$ cat src/core/rlc_defines.vh
// Overview of operation
// - protocol 17 is UDP, checked like TCP
// - UDP pseudo length taken from UDP length field
// - IPv4 UDP checksum 0000h means unused, no error
// - IPv6 UDP checksum 0000h raises L4 error
// - fragments skip UDP validation
// - IPv4 protocol 1 is ICMP, summed from type
// - IPv6 next header 58 is ICMPv6 with pseudo-header
// - ICMP checks only while ICMP enable set
// - fragments skip ICMP validation
// - protocol 2 is IGMP, summed over payload
// - IGMP checks only while IGMP enable set
// - fragments skip IGMP validation
// - IPv6-in-IPv4: outer IP, TCP/UDP, ICMP; no IGMP
// - IPv4-in-IPv4: no validation, raw checksum only
// - non-IP frames: raw checksum only
// - walk hop, destination, routing headers; fragment header skips
// - non TCP/UDP L4 still gets IPv4 header check
// - L4 passes when sum is FFFFh, else error
// - fragment: MF with zero offset, or offset nonzero
// - IPv4 0800h, IPv6 86DDh after VLAN tags
`ifndef RLC_DEFINES_VH
`define RLC_DEFINES_VH

// register byte offsets
`define RLC_REG_CTRL     8'h00
`define RLC_REG_VLAN     8'h04
`define RLC_REG_STAT     8'h08

// control bits and reset values
`define RLC_CTRL_IP      0
`define RLC_CTRL_TU      1
`define RLC_CTRL_ICMP    2
`define RLC_CTRL_IGMP    3
`define RLC_CTRL_RST     4'h0
`define RLC_VLAN_RST     16'h8100

// status bit positions, raw checksum in [15:0]
`define RLC_ST_IPERR     16
`define RLC_ST_L4ERR     17
`define RLC_ST_FRAG      18
`define RLC_ST_L4CHK     19
`define RLC_ST_NONIP     20

// frame constants
`define RLC_TYPE_V4      16'h0800
`define RLC_TYPE_V6      16'h86DD
`define RLC_TYPE_VLAN    16'h8100
`define RLC_TYPE_MIN     16'h0600
`define RLC_TYPE_END     8'h0D
`define RLC_VLAN_LEN     8'h04
`define RLC_SNAP_LEN     8'h08
`define RLC_V6_HDR_END   16'h0027
`define RLC_IHL_MIN      4'h5
`define RLC_CS_GOOD      16'hFFFF

// protocol numbers
`define RLC_PR_ICMP      8'h01
`define RLC_PR_IGMP      8'h02
`define RLC_PR_IPIP      8'h04
`define RLC_PR_TCP       8'h06
`define RLC_PR_UDP       8'h11
`define RLC_PR_V6        8'h29
`define RLC_PR_ROUTE     8'h2B
`define RLC_PR_FRAG      8'h2C
`define RLC_PR_ICMP6     8'h3A
`define RLC_PR_DEST      8'h3C
`define RLC_PR_HOP       8'h00

`endif

$ cat src/core/rlc_l4_checksum.v
// The register offsets and register access over APB were decided locally.
`include "rlc_defines.vh"
`default_nettype none

module rlc_l4_checksum
(
  // apb slave
  input  wire        pclk,
  input  wire        presetn,
  input  wire        psel,
  input  wire        penable,
  input  wire        pwrite,
  input  wire [7:0]  paddr,
  input  wire [31:0] pwdata,
  output reg  [31:0] prdata,
  output reg         pready,
  output reg         pslverr,
  // receive byte stream from mac
  input  wire        rx_valid,
  input  wire        rx_sof,
  input  wire        rx_eof,
  input  wire [7:0]  rx_data,
  // checksum status to fifo controller
  output reg         cs_valid,
  output reg         cs_l4_err,
  output reg         cs_ip_err,
  output reg         cs_frag,
  output reg  [15:0] cs_raw
);

  localparam ST_ETH  = 3'h0;
  localparam ST_V4   = 3'h1;
  localparam ST_V6   = 3'h2;
  localparam ST_EXT  = 3'h3;
  localparam ST_L4   = 3'h4;
  localparam ST_SKIP = 3'h5;

  reg  [3:0]  en_q;
  reg  [15:0] vtype_q;
  reg  [20:0] stat_q;
  reg  [2:0]  st_q;
  reg  [7:0]  ec_q;
  reg  [7:0]  tpos_q;
  reg         snap_q;
  reg  [15:0] tbuf_q;
  reg  [15:0] hc_q;
  reg  [15:0] hlen_q;
  reg  [15:0] tot_q;
  reg  [15:0] plen_q;
  reg  [15:0] l4len_q;
  reg  [15:0] lc_q;
  reg  [7:0]  nh_q;
  reg         v4_q;
  reg         seen4_q;
  reg         frag_q;
  reg         tun4_q;
  reg         tun6_q;
  reg         ihlbad_q;
  reg         inl4_q;
  reg         nonip_q;
  reg         par_q;
  reg         done_q;
  reg  [15:0] raw_q;
  reg  [15:0] ipsum_q;
  reg  [15:0] adr_q;
  reg  [15:0] l4_q;
  reg  [15:0] udplen_q;
  reg  [15:0] udpck_q;

  // end-around-carry add
  function [15:0] csadd;
    input [15:0] a;
    input [15:0] b;
    reg   [16:0] s;
    begin
      s = {1'b0, a} + {1'b0, b};
      csadd = s[15:0] + {15'h0000, s[16]};
    end
  endfunction

  // ipv6 next header: 0 layer 4, 1 extension, 2 fragment
  function [1:0] v6_next;
    input [7:0] nh;
    begin
      if (nh == `RLC_PR_HOP || nh == `RLC_PR_ROUTE || nh == `RLC_PR_DEST)
        v6_next = 2'h1;
      else if (nh == `RLC_PR_FRAG)
        v6_next = 2'h2;
      else
        v6_next = 2'h0;
    end
  endfunction

  wire        acc    = rx_valid && !rx_sof;
  wire [15:0] pair   = {tbuf_q[7:0], rx_data};
  wire [15:0] wv     = par_q ? {8'h00, rx_data} : {rx_data, 8'h00};
  wire        hend   = (hc_q == hlen_q - 16'h0001);
  wire [15:0] pl_ext = plen_q - 16'h0001;
  wire [15:0] pl_nx  = (st_q == ST_EXT) ? pl_ext : plen_q;
  wire [1:0]  v6nx   = v6_next(nh_q);
  wire [15:0] v4pl   = tot_q - hlen_q;

  // end of frame decision
  wire        is_tcp  = (nh_q == `RLC_PR_TCP);
  wire        is_udp  = (nh_q == `RLC_PR_UDP);
  wire        is_icmp = (v4_q && nh_q == `RLC_PR_ICMP) ||
                        (!v4_q && nh_q == `RLC_PR_ICMP6);
  wire        is_igmp = v4_q && !tun6_q && nh_q == `RLC_PR_IGMP;
  wire        l4ok    = inl4_q && !frag_q && !tun4_q && !nonip_q;
  wire        chk     = l4ok && (((is_tcp || is_udp) && en_q[`RLC_CTRL_TU]) ||
                        (is_icmp && en_q[`RLC_CTRL_ICMP]) ||
                        (is_igmp && en_q[`RLC_CTRL_IGMP]));
  wire [15:0] pslen   = is_udp ? udplen_q : l4len_q;
  wire [15:0] psum    = csadd(csadd(adr_q, {8'h00, nh_q}), pslen);
  wire        nopsh   = v4_q && (nh_q == `RLC_PR_ICMP || nh_q == `RLC_PR_IGMP);
  wire [15:0] total   = nopsh ? l4_q : csadd(l4_q, psum);
  wire        udp0    = is_udp && udpck_q == 16'h0000;
  wire        l4err   = chk && (udp0 ? !v4_q : (total != `RLC_CS_GOOD));
  wire        iperr   = en_q[`RLC_CTRL_IP] && seen4_q && !tun4_q &&
                        (ihlbad_q || ipsum_q != `RLC_CS_GOOD);

  // stream parser and accumulators
  always @(posedge pclk or negedge presetn)
  begin
    if (!presetn)
    begin
      st_q     <= ST_SKIP;
      ec_q     <= 8'h00;
      tpos_q   <= `RLC_TYPE_END;
      snap_q   <= 1'b0;
      tbuf_q   <= 16'h0000;
      hc_q     <= 16'h0000;
      hlen_q   <= 16'hFFFF;
      tot_q    <= 16'h0000;
      plen_q   <= 16'h0000;
      l4len_q  <= 16'h0000;
      lc_q     <= 16'h0000;
      nh_q     <= 8'h00;
      v4_q     <= 1'b0;
      seen4_q  <= 1'b0;
      frag_q   <= 1'b0;
      tun4_q   <= 1'b0;
      tun6_q   <= 1'b0;
      ihlbad_q <= 1'b0;
      inl4_q   <= 1'b0;
      nonip_q  <= 1'b0;
      par_q    <= 1'b0;
      done_q   <= 1'b0;
      raw_q    <= 16'h0000;
      ipsum_q  <= 16'h0000;
      adr_q    <= 16'h0000;
      l4_q     <= 16'h0000;
      udplen_q <= 16'h0000;
      udpck_q  <= 16'h0000;
    end
    else
    begin
      done_q <= rx_valid && rx_eof;
      if (rx_valid)
        tbuf_q <= pair;
      if (rx_valid && rx_sof)
      begin
        st_q     <= ST_ETH;
        ec_q     <= 8'h01;
        tpos_q   <= `RLC_TYPE_END;
        snap_q   <= 1'b0;
        v4_q     <= 1'b0;
        seen4_q  <= 1'b0;
        frag_q   <= 1'b0;
        tun4_q   <= 1'b0;
        tun6_q   <= 1'b0;
        ihlbad_q <= 1'b0;
        inl4_q   <= 1'b0;
        nonip_q  <= 1'b0;
        raw_q    <= 16'h0000;
        ipsum_q  <= 16'h0000;
        adr_q    <= 16'h0000;
        l4_q     <= 16'h0000;
        udpck_q  <= 16'h0000;
        nh_q     <= 8'h00;
      end
      else if (acc)
      begin
        if (st_q != ST_ETH)
        begin
          par_q <= !par_q;
          raw_q <= csadd(raw_q, wv);
          hc_q  <= hc_q + 16'h0001;
        end
        case (st_q)
          ST_ETH:
          begin
            ec_q <= ec_q + 8'h01;
            if (ec_q == tpos_q)
            begin
              hc_q  <= 16'h0000;
              par_q <= 1'b0;
              if (pair == vtype_q || pair == `RLC_TYPE_VLAN)
                tpos_q <= tpos_q + `RLC_VLAN_LEN;
              else if (pair < `RLC_TYPE_MIN && !snap_q)
              begin
                snap_q <= 1'b1;
                tpos_q <= tpos_q + `RLC_SNAP_LEN;
              end
              else if (pair == `RLC_TYPE_V4)
              begin
                st_q    <= ST_V4;
                v4_q    <= 1'b1;
                seen4_q <= 1'b1;
              end
              else if (pair == `RLC_TYPE_V6)
                st_q <= ST_V6;
              else
              begin
                st_q    <= ST_SKIP;
                nonip_q <= 1'b1;
              end
            end
          end
          ST_V4:
          begin
            ipsum_q <= csadd(ipsum_q, wv);
            if (hc_q == 16'h0000)
            begin
              ihlbad_q <= rx_data[3:0] < `RLC_IHL_MIN;
              hlen_q   <= (rx_data[3:0] < `RLC_IHL_MIN) ? 16'h0014 :
                          {10'h000, rx_data[3:0], 2'b00};
            end
            if (hc_q == 16'h0003)
              tot_q <= pair;
            if (hc_q == 16'h0007)
              frag_q <= pair[13] || pair[12:0] != 13'h0000;
            if (hc_q == 16'h0009)
              nh_q <= rx_data;
            if (hc_q >= 16'h000C && hc_q <= 16'h0013)
              adr_q <= csadd(adr_q, wv);
            if (hc_q != 16'h0000 && hend)
            begin
              hc_q   <= 16'h0000;
              plen_q <= v4pl;
              if (nh_q == `RLC_PR_V6 && !tun6_q)
              begin
                st_q   <= ST_V6;
                tun6_q <= 1'b1;
                v4_q   <= 1'b0;
                adr_q  <= 16'h0000;
              end
              else if (nh_q == `RLC_PR_IPIP)
              begin
                st_q   <= ST_SKIP;
                tun4_q <= 1'b1;
              end
              else
              begin
                st_q    <= ST_L4;
                inl4_q  <= 1'b1;
                l4len_q <= v4pl;
                lc_q    <= 16'h0000;
              end
            end
          end
          ST_V6, ST_EXT:
          begin
            if (st_q == ST_V6)
            begin
              if (hc_q == 16'h0005)
                plen_q <= pair;
              if (hc_q == 16'h0006)
                nh_q <= rx_data;
              if (hc_q >= 16'h0008)
                adr_q <= csadd(adr_q, wv);
            end
            else
            begin
              plen_q <= pl_ext;
              if (hc_q == 16'h0000)
                nh_q <= rx_data;
              if (hc_q == 16'h0001)
                hlen_q <= {5'h00, rx_data + 8'h01, 3'b000};
            end
            if ((st_q == ST_V6 && hc_q == `RLC_V6_HDR_END) ||
                (st_q == ST_EXT && hend))
            begin
              hc_q   <= 16'h0000;
              hlen_q <= 16'hFFFF;
              case (v6nx)
                2'h1:
                  st_q <= ST_EXT;
                2'h2:
                begin
                  st_q   <= ST_SKIP;
                  frag_q <= 1'b1;
                end
                default:
                begin
                  st_q    <= ST_L4;
                  inl4_q  <= 1'b1;
                  l4len_q <= pl_nx;
                  lc_q    <= 16'h0000;
                end
              endcase
            end
          end
          ST_L4:
          begin
            if (plen_q != 16'h0000)
            begin
              plen_q <= plen_q - 16'h0001;
              lc_q   <= lc_q + 16'h0001;
              l4_q   <= csadd(l4_q, wv);
              if (lc_q == 16'h0005)
                udplen_q <= pair;
              if (lc_q == 16'h0007)
                udpck_q <= pair;
            end
          end
          default:
            st_q <= ST_SKIP;
        endcase
      end
    end
  end

  // status to fifo controller and status register
  always @(posedge pclk or negedge presetn)
  begin
    if (!presetn)
    begin
      cs_valid  <= 1'b0;
      cs_l4_err <= 1'b0;
      cs_ip_err <= 1'b0;
      cs_frag   <= 1'b0;
      cs_raw    <= 16'h0000;
      stat_q    <= 21'h000000;
    end
    else
    begin
      cs_valid <= done_q;
      if (done_q)
      begin
        cs_l4_err <= l4err;
        cs_ip_err <= iperr;
        cs_frag   <= frag_q;
        cs_raw    <= raw_q;
        stat_q    <= {nonip_q, chk, frag_q, l4err, iperr, raw_q};
      end
    end
  end

  // apb: one wait-free access phase, unmapped gives pslverr
  always @(posedge pclk or negedge presetn)
  begin
    if (!presetn)
    begin
      en_q    <= `RLC_CTRL_RST;
      vtype_q <= `RLC_VLAN_RST;
      prdata  <= 32'h00000000;
      pready  <= 1'b0;
      pslverr <= 1'b0;
    end
    else
    begin
      pready  <= psel && !penable;
      pslverr <= 1'b0;
      if (psel && !penable)
      begin
        case (paddr)
          `RLC_REG_CTRL:
            prdata <= {28'h0000000, en_q};
          `RLC_REG_VLAN:
            prdata <= {16'h0000, vtype_q};
          `RLC_REG_STAT:
            prdata <= {11'h000, stat_q};
          default:
          begin
            prdata  <= 32'h00000000;
            pslverr <= 1'b1;
          end
        endcase
      end
      if (psel && penable && pready && pwrite)
      begin
        if (paddr == `RLC_REG_CTRL)
          en_q <= pwdata[3:0];
        if (paddr == `RLC_REG_VLAN)
          vtype_q <= pwdata[15:0];
      end
    end
  end

endmodule

`default_nettype wire

$ cat config.mk
export PLATFORM = sky130hd
export DESIGN_NAME = rlc_l4_checksum
export DESIGN_NICKNAME = d
export VERILOG_FILES = /design/src/core/rlc_l4_checksum.v
export VERILOG_INCLUDE_DIRS = /design/src /design/src/core
export SDC_FILE = /design/constraint.sdc
export NUM_CORES = 1
export LEC_CHECK = 0
export ABC_AREA = 1
export ABC_CLOCK_PERIOD_IN_PS = 7500
export CORE_MARGIN = 8
export CORE_UTILIZATION = 30
export DETAILED_ROUTE_END_ITERATION = 10
export DONT_BUFFER_PORTS = 1
export PLACE_DENSITY = 0.49
export SLEW_MARGIN = 20
export SYNTH_ARGS = -nofsm -noshare
export SYNTH_HDL_FRONTEND = slang
export SYNTH_SLANG_ARGS = --single-unit
$ cat constraint.sdc
create_clock -name pclk -period 7.5 [get_ports pclk]
set_clock_uncertainty 0.15 [all_clocks]
set_input_delay 1.5 -clock pclk [delete_from_list [all_inputs] [get_ports pclk]]
set_output_delay 1.5 -clock pclk [all_outputs]
set_load 0.1 [all_outputs]
## Yosys cells after proc, flatten, opt, wreduce, memory -nomap -nowiden

Index checks and enable logic that the tools add are counted.

| operators by class | value |
|---|---|
| muxes and demuxes | 149 |
| bitwise gates (word level) | 1 |
| add/sub/neg operators | 23 |
| reduce and logical (&&, ||, !) cells | 108 |
| equal/unequal tests | 68 |
| $lt $le $gt $ge | 5 |

Operators with widths:

| cell | number |
|---|---|
| 2-to-1 mux 16 bit | 49 |
| case mux 16 bit (3 select lines) | 3 |
| 2-to-1 mux 8 bit | 15 |
| adder 16 x 1 -> 16 bit | 7 |
| adder 16 x 16 -> 17 bit | 6 |
| case mux 16 bit (2 select lines) | 3 |
| == test 16 x 3 -> 1 bit, second input constant | 5 |
| case mux 21 bit (3 select lines) | 1 |
| 2-to-1 mux 1 bit | 59 |
| inequality test 3 bit, second input constant | 18 |
| == test 8 x 6 -> 1 bit, second input constant | 5 |
| adder 16 x 1 -> 16 bit, second input constant | 2 |
| == test 16 bit | 2 |
| == test 16 bit, second input constant | 2 |
| >= comparator 16 x 4 -> 1 bit, second input constant | 2 |
| zero test 16 bit | 2 |
| inequality test 16 bit, second input constant | 2 |
| nonzero test 16 bit | 2 |
| subtractor 16 x 1 -> 16 bit, second input constant | 2 |
| logical AND 1 bit | 30 |
| 2-to-1 mux 3 bit | 10 |
| nonzero test 2 bit | 15 |
| inequality test 2 bit, second input constant | 13 |
| AND reduction 5 bit | 5 |
| other kinds (47) | 94 |

| storage, ports and cells | value |
|---|---|
| output and inout bits | 54 |
| input bits | 56 |
| register bits after elaboration | 333 |
| logic and storage cells | 393 |

## Depth between registers and ports, before layout

| logic depth | value |
|---|---|
| depth after elaboration | 11 |
| gate-level depth with buffers | 63 |
| gate-level depth less buffers | 63 |

## Least setup slack after synthesis

OpenSTA, ideal clock, no wires.

| timing path | value |
|---|---|
| path kind | register -> register |
| start point | register nh_q[3] |
| end point | register stat_q[17] |
| required time | 7.230 ns |
| arrival time | 7.570 ns |
| path buffers | 0 |
| setup time | 0.120 ns |
| stages on the path, launching flop included | 58 |
| period minus slack after synthesis | 7.840 ns |
| slack | -0.340 ns |
| cells stage by stage | dfrtp_1 -> ha_1 -> nand3_1 -> nand3_1 -> nand2_1 -> nand3_1 -> nand3_1 -> nor2_1 -> nand3_1 -> nor3b_1 -> ha_1 -> nand2_1 -> nor3b_1 -> nand2_1 -> nor2_1 -> nand2_1 -> nor3_1 -> inv_1 -> [... 22 more ...] -> o21bai_1 -> ha_1 -> ha_1 -> inv_1 -> nor2_1 -> inv_1 -> nor2_1 -> nand2_1 -> nor2_1 -> nand3b_1 -> nand2_1 -> nand2_1 -> nor2_1 -> nand2_1 -> nand2_1 -> nand2_1 -> nand2_1 -> nand2_1 |

| between the ends | value |
|---|---|
| cells in the longest elaborated chain, start to end | 10 |
| elaborated cells between the ends (all ways) | 30 |
| classes of those cells | add/sub: 6; eq/ne: 6; mux: 3; reduce/logical: 15 |

RTL lines:

| what | line | RTL |
|---|---|---|
| start, declared | rlc_l4_checksum.v:52 | `reg [7:0] nh_q;` |
| start signal, assigned | rlc_l4_checksum.v:234 | `nh_q <= rx_data;` |
| start signal, assigned | rlc_l4_checksum.v:269 | `nh_q <= rx_data;` |
| start signal, assigned | rlc_l4_checksum.v:277 | `nh_q <= rx_data;` |
| adder 16 x 8 -> 17 bit / == test 8 x 5 -> 1 bit (equally long branches) | n/a |  |
| adder 16 x 1 -> 16 bit / 2-to-1 mux 16 bit (equally long branches) | rlc_l4_checksum.v:77, rlc_l4_checksum.v:113 |  |
| adder 16 x 16 -> 17 bit | rlc_l4_checksum.v:76 | `s = {1'b0, a} + {1'b0, b};` |
| adder 16 x 1 -> 16 bit | rlc_l4_checksum.v:77 | `csadd = s[15:0] + {15'h0000, s[16]};` |
| adder 16 x 16 -> 17 bit | rlc_l4_checksum.v:76 |  |
| adder 16 x 1 -> 16 bit | rlc_l4_checksum.v:77 |  |
| 2-to-1 mux 16 bit | rlc_l4_checksum.v:116 | `wire [15:0] total = nopsh ? l4_q : csadd(l4_q, psum);` |
| inequality test 16 bit (no source line) | n/a |  |
| 2-to-1 mux 1 bit | rlc_l4_checksum.v:118 | `` wire l4err = chk && (udp0 ? !v4_q : (total != `RLC_CS_GOOD)); `` |
| logical AND 1 bit (*) | rlc_l4_checksum.v:118 |  |
| end signal, assigned | rlc_l4_checksum.v:345 | `stat_q <= {nonip_q, chk, frag_q, l4err, iperr, raw_q};` |
| end, declared | rlc_l4_checksum.v:40 | `reg [20:0] stat_q;` |

Every way passes the cells marked *; elsewhere a longest branch is shown, timed or not.
A chain may end at the register's enable or synchronous reset.

## Worst setup path after layout

| timing path | value |
|---|---|
| start point | register nh_q[6] |
| end point | register stat_q[17] |

Same word-level chain as after synthesis.

==> run metrics <==
Vias/cell=4.801; most used cell, CP=buf_4; Fin Hold WS=0.3248 ns; H-tree depth=2; DP Area=26550 µm²; VDD IR max=0.2655 mV; Final HPWL DP=62.87 mm; post-route cell area=28570 µm²; relative slew slack=22.14%; pwr dens=437.6 nW/µm²; YS warnings=0; # fillers=8690; Fin. Hold Viols=0; Yosys cell types=64; Worst path slowest cell=dfrtp_1; initial antenna violation count=0; Syn Inst Count=3554; Final nets=3945; most frequent cells after synthesis=944 x nand2_1, 471 x inv_1, 384 x nor2_1; Die Area=90060 µm²; GP Congestion=0.8855; pin count of the biggest net entering global routing=297; status=complete, but fails checks; cts bufs inserted=40; area growth from synthesis to layout=18.01%; Avg Cell Area, Syn=6.813 µm²; maxcap violations=0; drt first pass iters=5; DRC=0; CTS tree=built; core area=80290 µm²; RSZ-0062 raised after global routing=yes; Die Height=300.1 µm; clock sink count=296; Port Buffers=0; gr usage total=17.86%; Initial Util=30.16%; Synth area leaders=dfrtp_1 29%, nand2_1 15%, ha_1 7.9%, inv_1 7.3%, nor2_1 6.0%; ys flop type=dfrtp_1; share of cells above drive strength 1=12.01%; fmax=129.5 MHz; R2R Setup Slk=-0.22 ns; CP Class=flip-flop to flip-flop; Routed Antenna Nets=0; Post-synth EDFFs=0; Seq/Total Area, Yosys=30.68%; die width=300.1 µm; top-count cell post-synth=nand2_1; largest area contributor in the netlist=dfrtp_1; vias post-DR=23130; Hold Path Class=flip-flop to flip-flop; Max clock buf depth=3; Finished Layout Cells=4817; root buffer cell=clkbuf_16; Clock transition at path regs=0.06 ns; placed insts=4717; first-pass GRT wire length=129.4 mm; DR iter-0 viols=1712; critical path's largest stage delay=0.41 ns; reg-to-reg startpoint=nh_q[6]; Crit Path Max Fanout=4; Max Transition Viols Final=0; worst path arrival time=8.02 ns; area of the multi-input gates=15010 µm²; Seq cells post-synth=296; hold path start=udplen_q[3]; FFs w/ async S/R, synth=100.0%; Worst Tran Pin Value=1.168 ns; FF-to-FF End=stat_q[17]; Routed wire per std cell=17.01 µm; Clk Latency, worst-skew pair=0.61 ns; Reg2Reg Depth=55; Pleak=14.34 nW; Endpoint, Worst Hold=udplen_q[3]; mapped cell area=24210 µm²; CP startpoint=nh_q[6]; Sequential cell area=7428 µm²; Final period util=102.9%; failing checks=setup timing; WP data required=7.80 ns; Final Critical Period=7.720 ns; row count=104; grt ovf=0; DRT Wirelength=81.91 mm; Hold Crit Depth=2; CP endpoint kind=flip-flop; # IOs=110; setup ws final=-0.2204 ns; cts hold-fix bufs=0; Startpoint Class=flip-flop; Synth top area share=28.83%; final setup violation count=1; vias in the first global route=22520
## layout make-up
class,instances,share of cell area (%)
Clock inverter,14,0.5648
Multi-Input combinational cell,2684,52.53
Tap cell,1060,4.641
Antenna cell,1,0.008757
Sequential cell,296,26.00
Clock buffer,56,3.993
Timing Repair Buffer,223,5.902
Inverter,483,6.362
## cells by family (layout without fill, tap and decap cells)
family / count (synthesis) / in the layout / synth area share (%)
buffers and inverters: 584 / 776 / 9.699
xor gates and xnor gates: 176 / 176 / 6.366
other: 1 / 12 / 0.01549
and+or+nand+nor: 1779 / 1779 / 31.27
DFF: 296 / 296 / 30.68
adders and majority gates: 161 / 161 / 8.567
muxes: 12 / 12 / 0.5581
AOI/OAI and AO/OA: 545 / 545 / 12.85
## state kept, by name (all words and copies together) (netlist names), 7 cells and up
signal,flops
prdata,21
adr_q,16
hc_q,16
ipsum_q,16
l4_q,16
l4len_q,16
lc_q,16
plen_q,16
raw_q,16
tot_q,16
udpck_q,16
udplen_q,16
vtype_q,16
cs_raw,15
hlen_q,10
ec_q,8
nh_q,8
tbuf_q,8
tpos_q,7
## stage by stage
step | worst slack [ns] | setup TNS (ns) | total power [W] | util [%]
6_report | -0.2204 | -0.2204 | 0.01250 | 35.59
5_1_grt | -0.8570 | -0.8570 | 0.01373 | 35.59
4_1_cts | -0.3823 | -0.3823 | 0.01234 | 35.20
3_5_place_dp | -0.8913 | -0.8913 | 0.01008 | 33.07
3_3_place_gp | -0.7900 | -0.7900 | 0.01008 | 33.07
2_1_floorplan | 0.002649 | 0 | 0.007412 | -
## per-layer routing
| layer | track usage [%] | wire length [µm] | vias to the layer above | part of all wire [%] |
|---|---|---|---|---|
| met5 | 0 | 0 | - | 0 |
| met4 | 4.664 | 1940 | 0 | 2.4 |
| met3 | 2.229 | 3348 | 100 | 4.1 |
| met2 | 28.69 | 36900 | 415 | 45 |
| met1 | 25.21 | 39720 | 10690 | 48 |
| li1 | - | - | 11930 | - |
## timing repair
item,CTS,global route
endpoints found under the hold margin,0,0
pin swaps,43,45
setup buffers,23,6
endpoints found under the setup margin,1,1
gates resized for setup,50,56
## report_power, final
part | internal [W] | switching (W) | total [W]
registers | 0.00202 | 0.000734 | 0.00276
logic | 0.00320 | 0.00464 | 0.00784
clock network | 0.00111 | 0.000802 | 0.00191
total | 0.00633 | 0.00617 | 0.0125
## critical path: cells and delay by family (launching register included)
family / cells / cell delay, ns
simple gates: 30 / 3.43
fa+ha+maj: 7 / 1.76
buf+inv: 14 / 1.10
compound gates: 3 / 0.55
flops: 1 / 0.41
xor+xnor: 1 / 0.14
## cells in the final DEF, fill, tap and decap left out, types with 13 or more instances in the layout
cell type  instances
nand4_1           70
o21ai_1           16
dfstp_2           17
nand3_1          208
nor4_1            22
o22ai_1           17
xnor2_1           47
o21ai_0          226
nor2_1           372
clkbuf_16         40
nand2_2           17
buf_4            222
nand2_1          928
ha_1             137
xor2_1           129
nor3_1            67
inv_1            464
dfrtp_1          279
a21oi_1          163
or2_2             14
nand3b_1          18
nand3_2           13
## worst max path at each step
stage,slack (ns),to,cells after the start
floorplan,0.003,stat_q[17],58
global placement,-0.79,stat_q[17],56
detailed placement,-0.89,stat_q[17],56
CTS,-0.38,stat_q[17],56
global route,-0.86,stat_q[17],59
finish,-0.22,stat_q[17],55
Power figures use the tool's default switching activity.
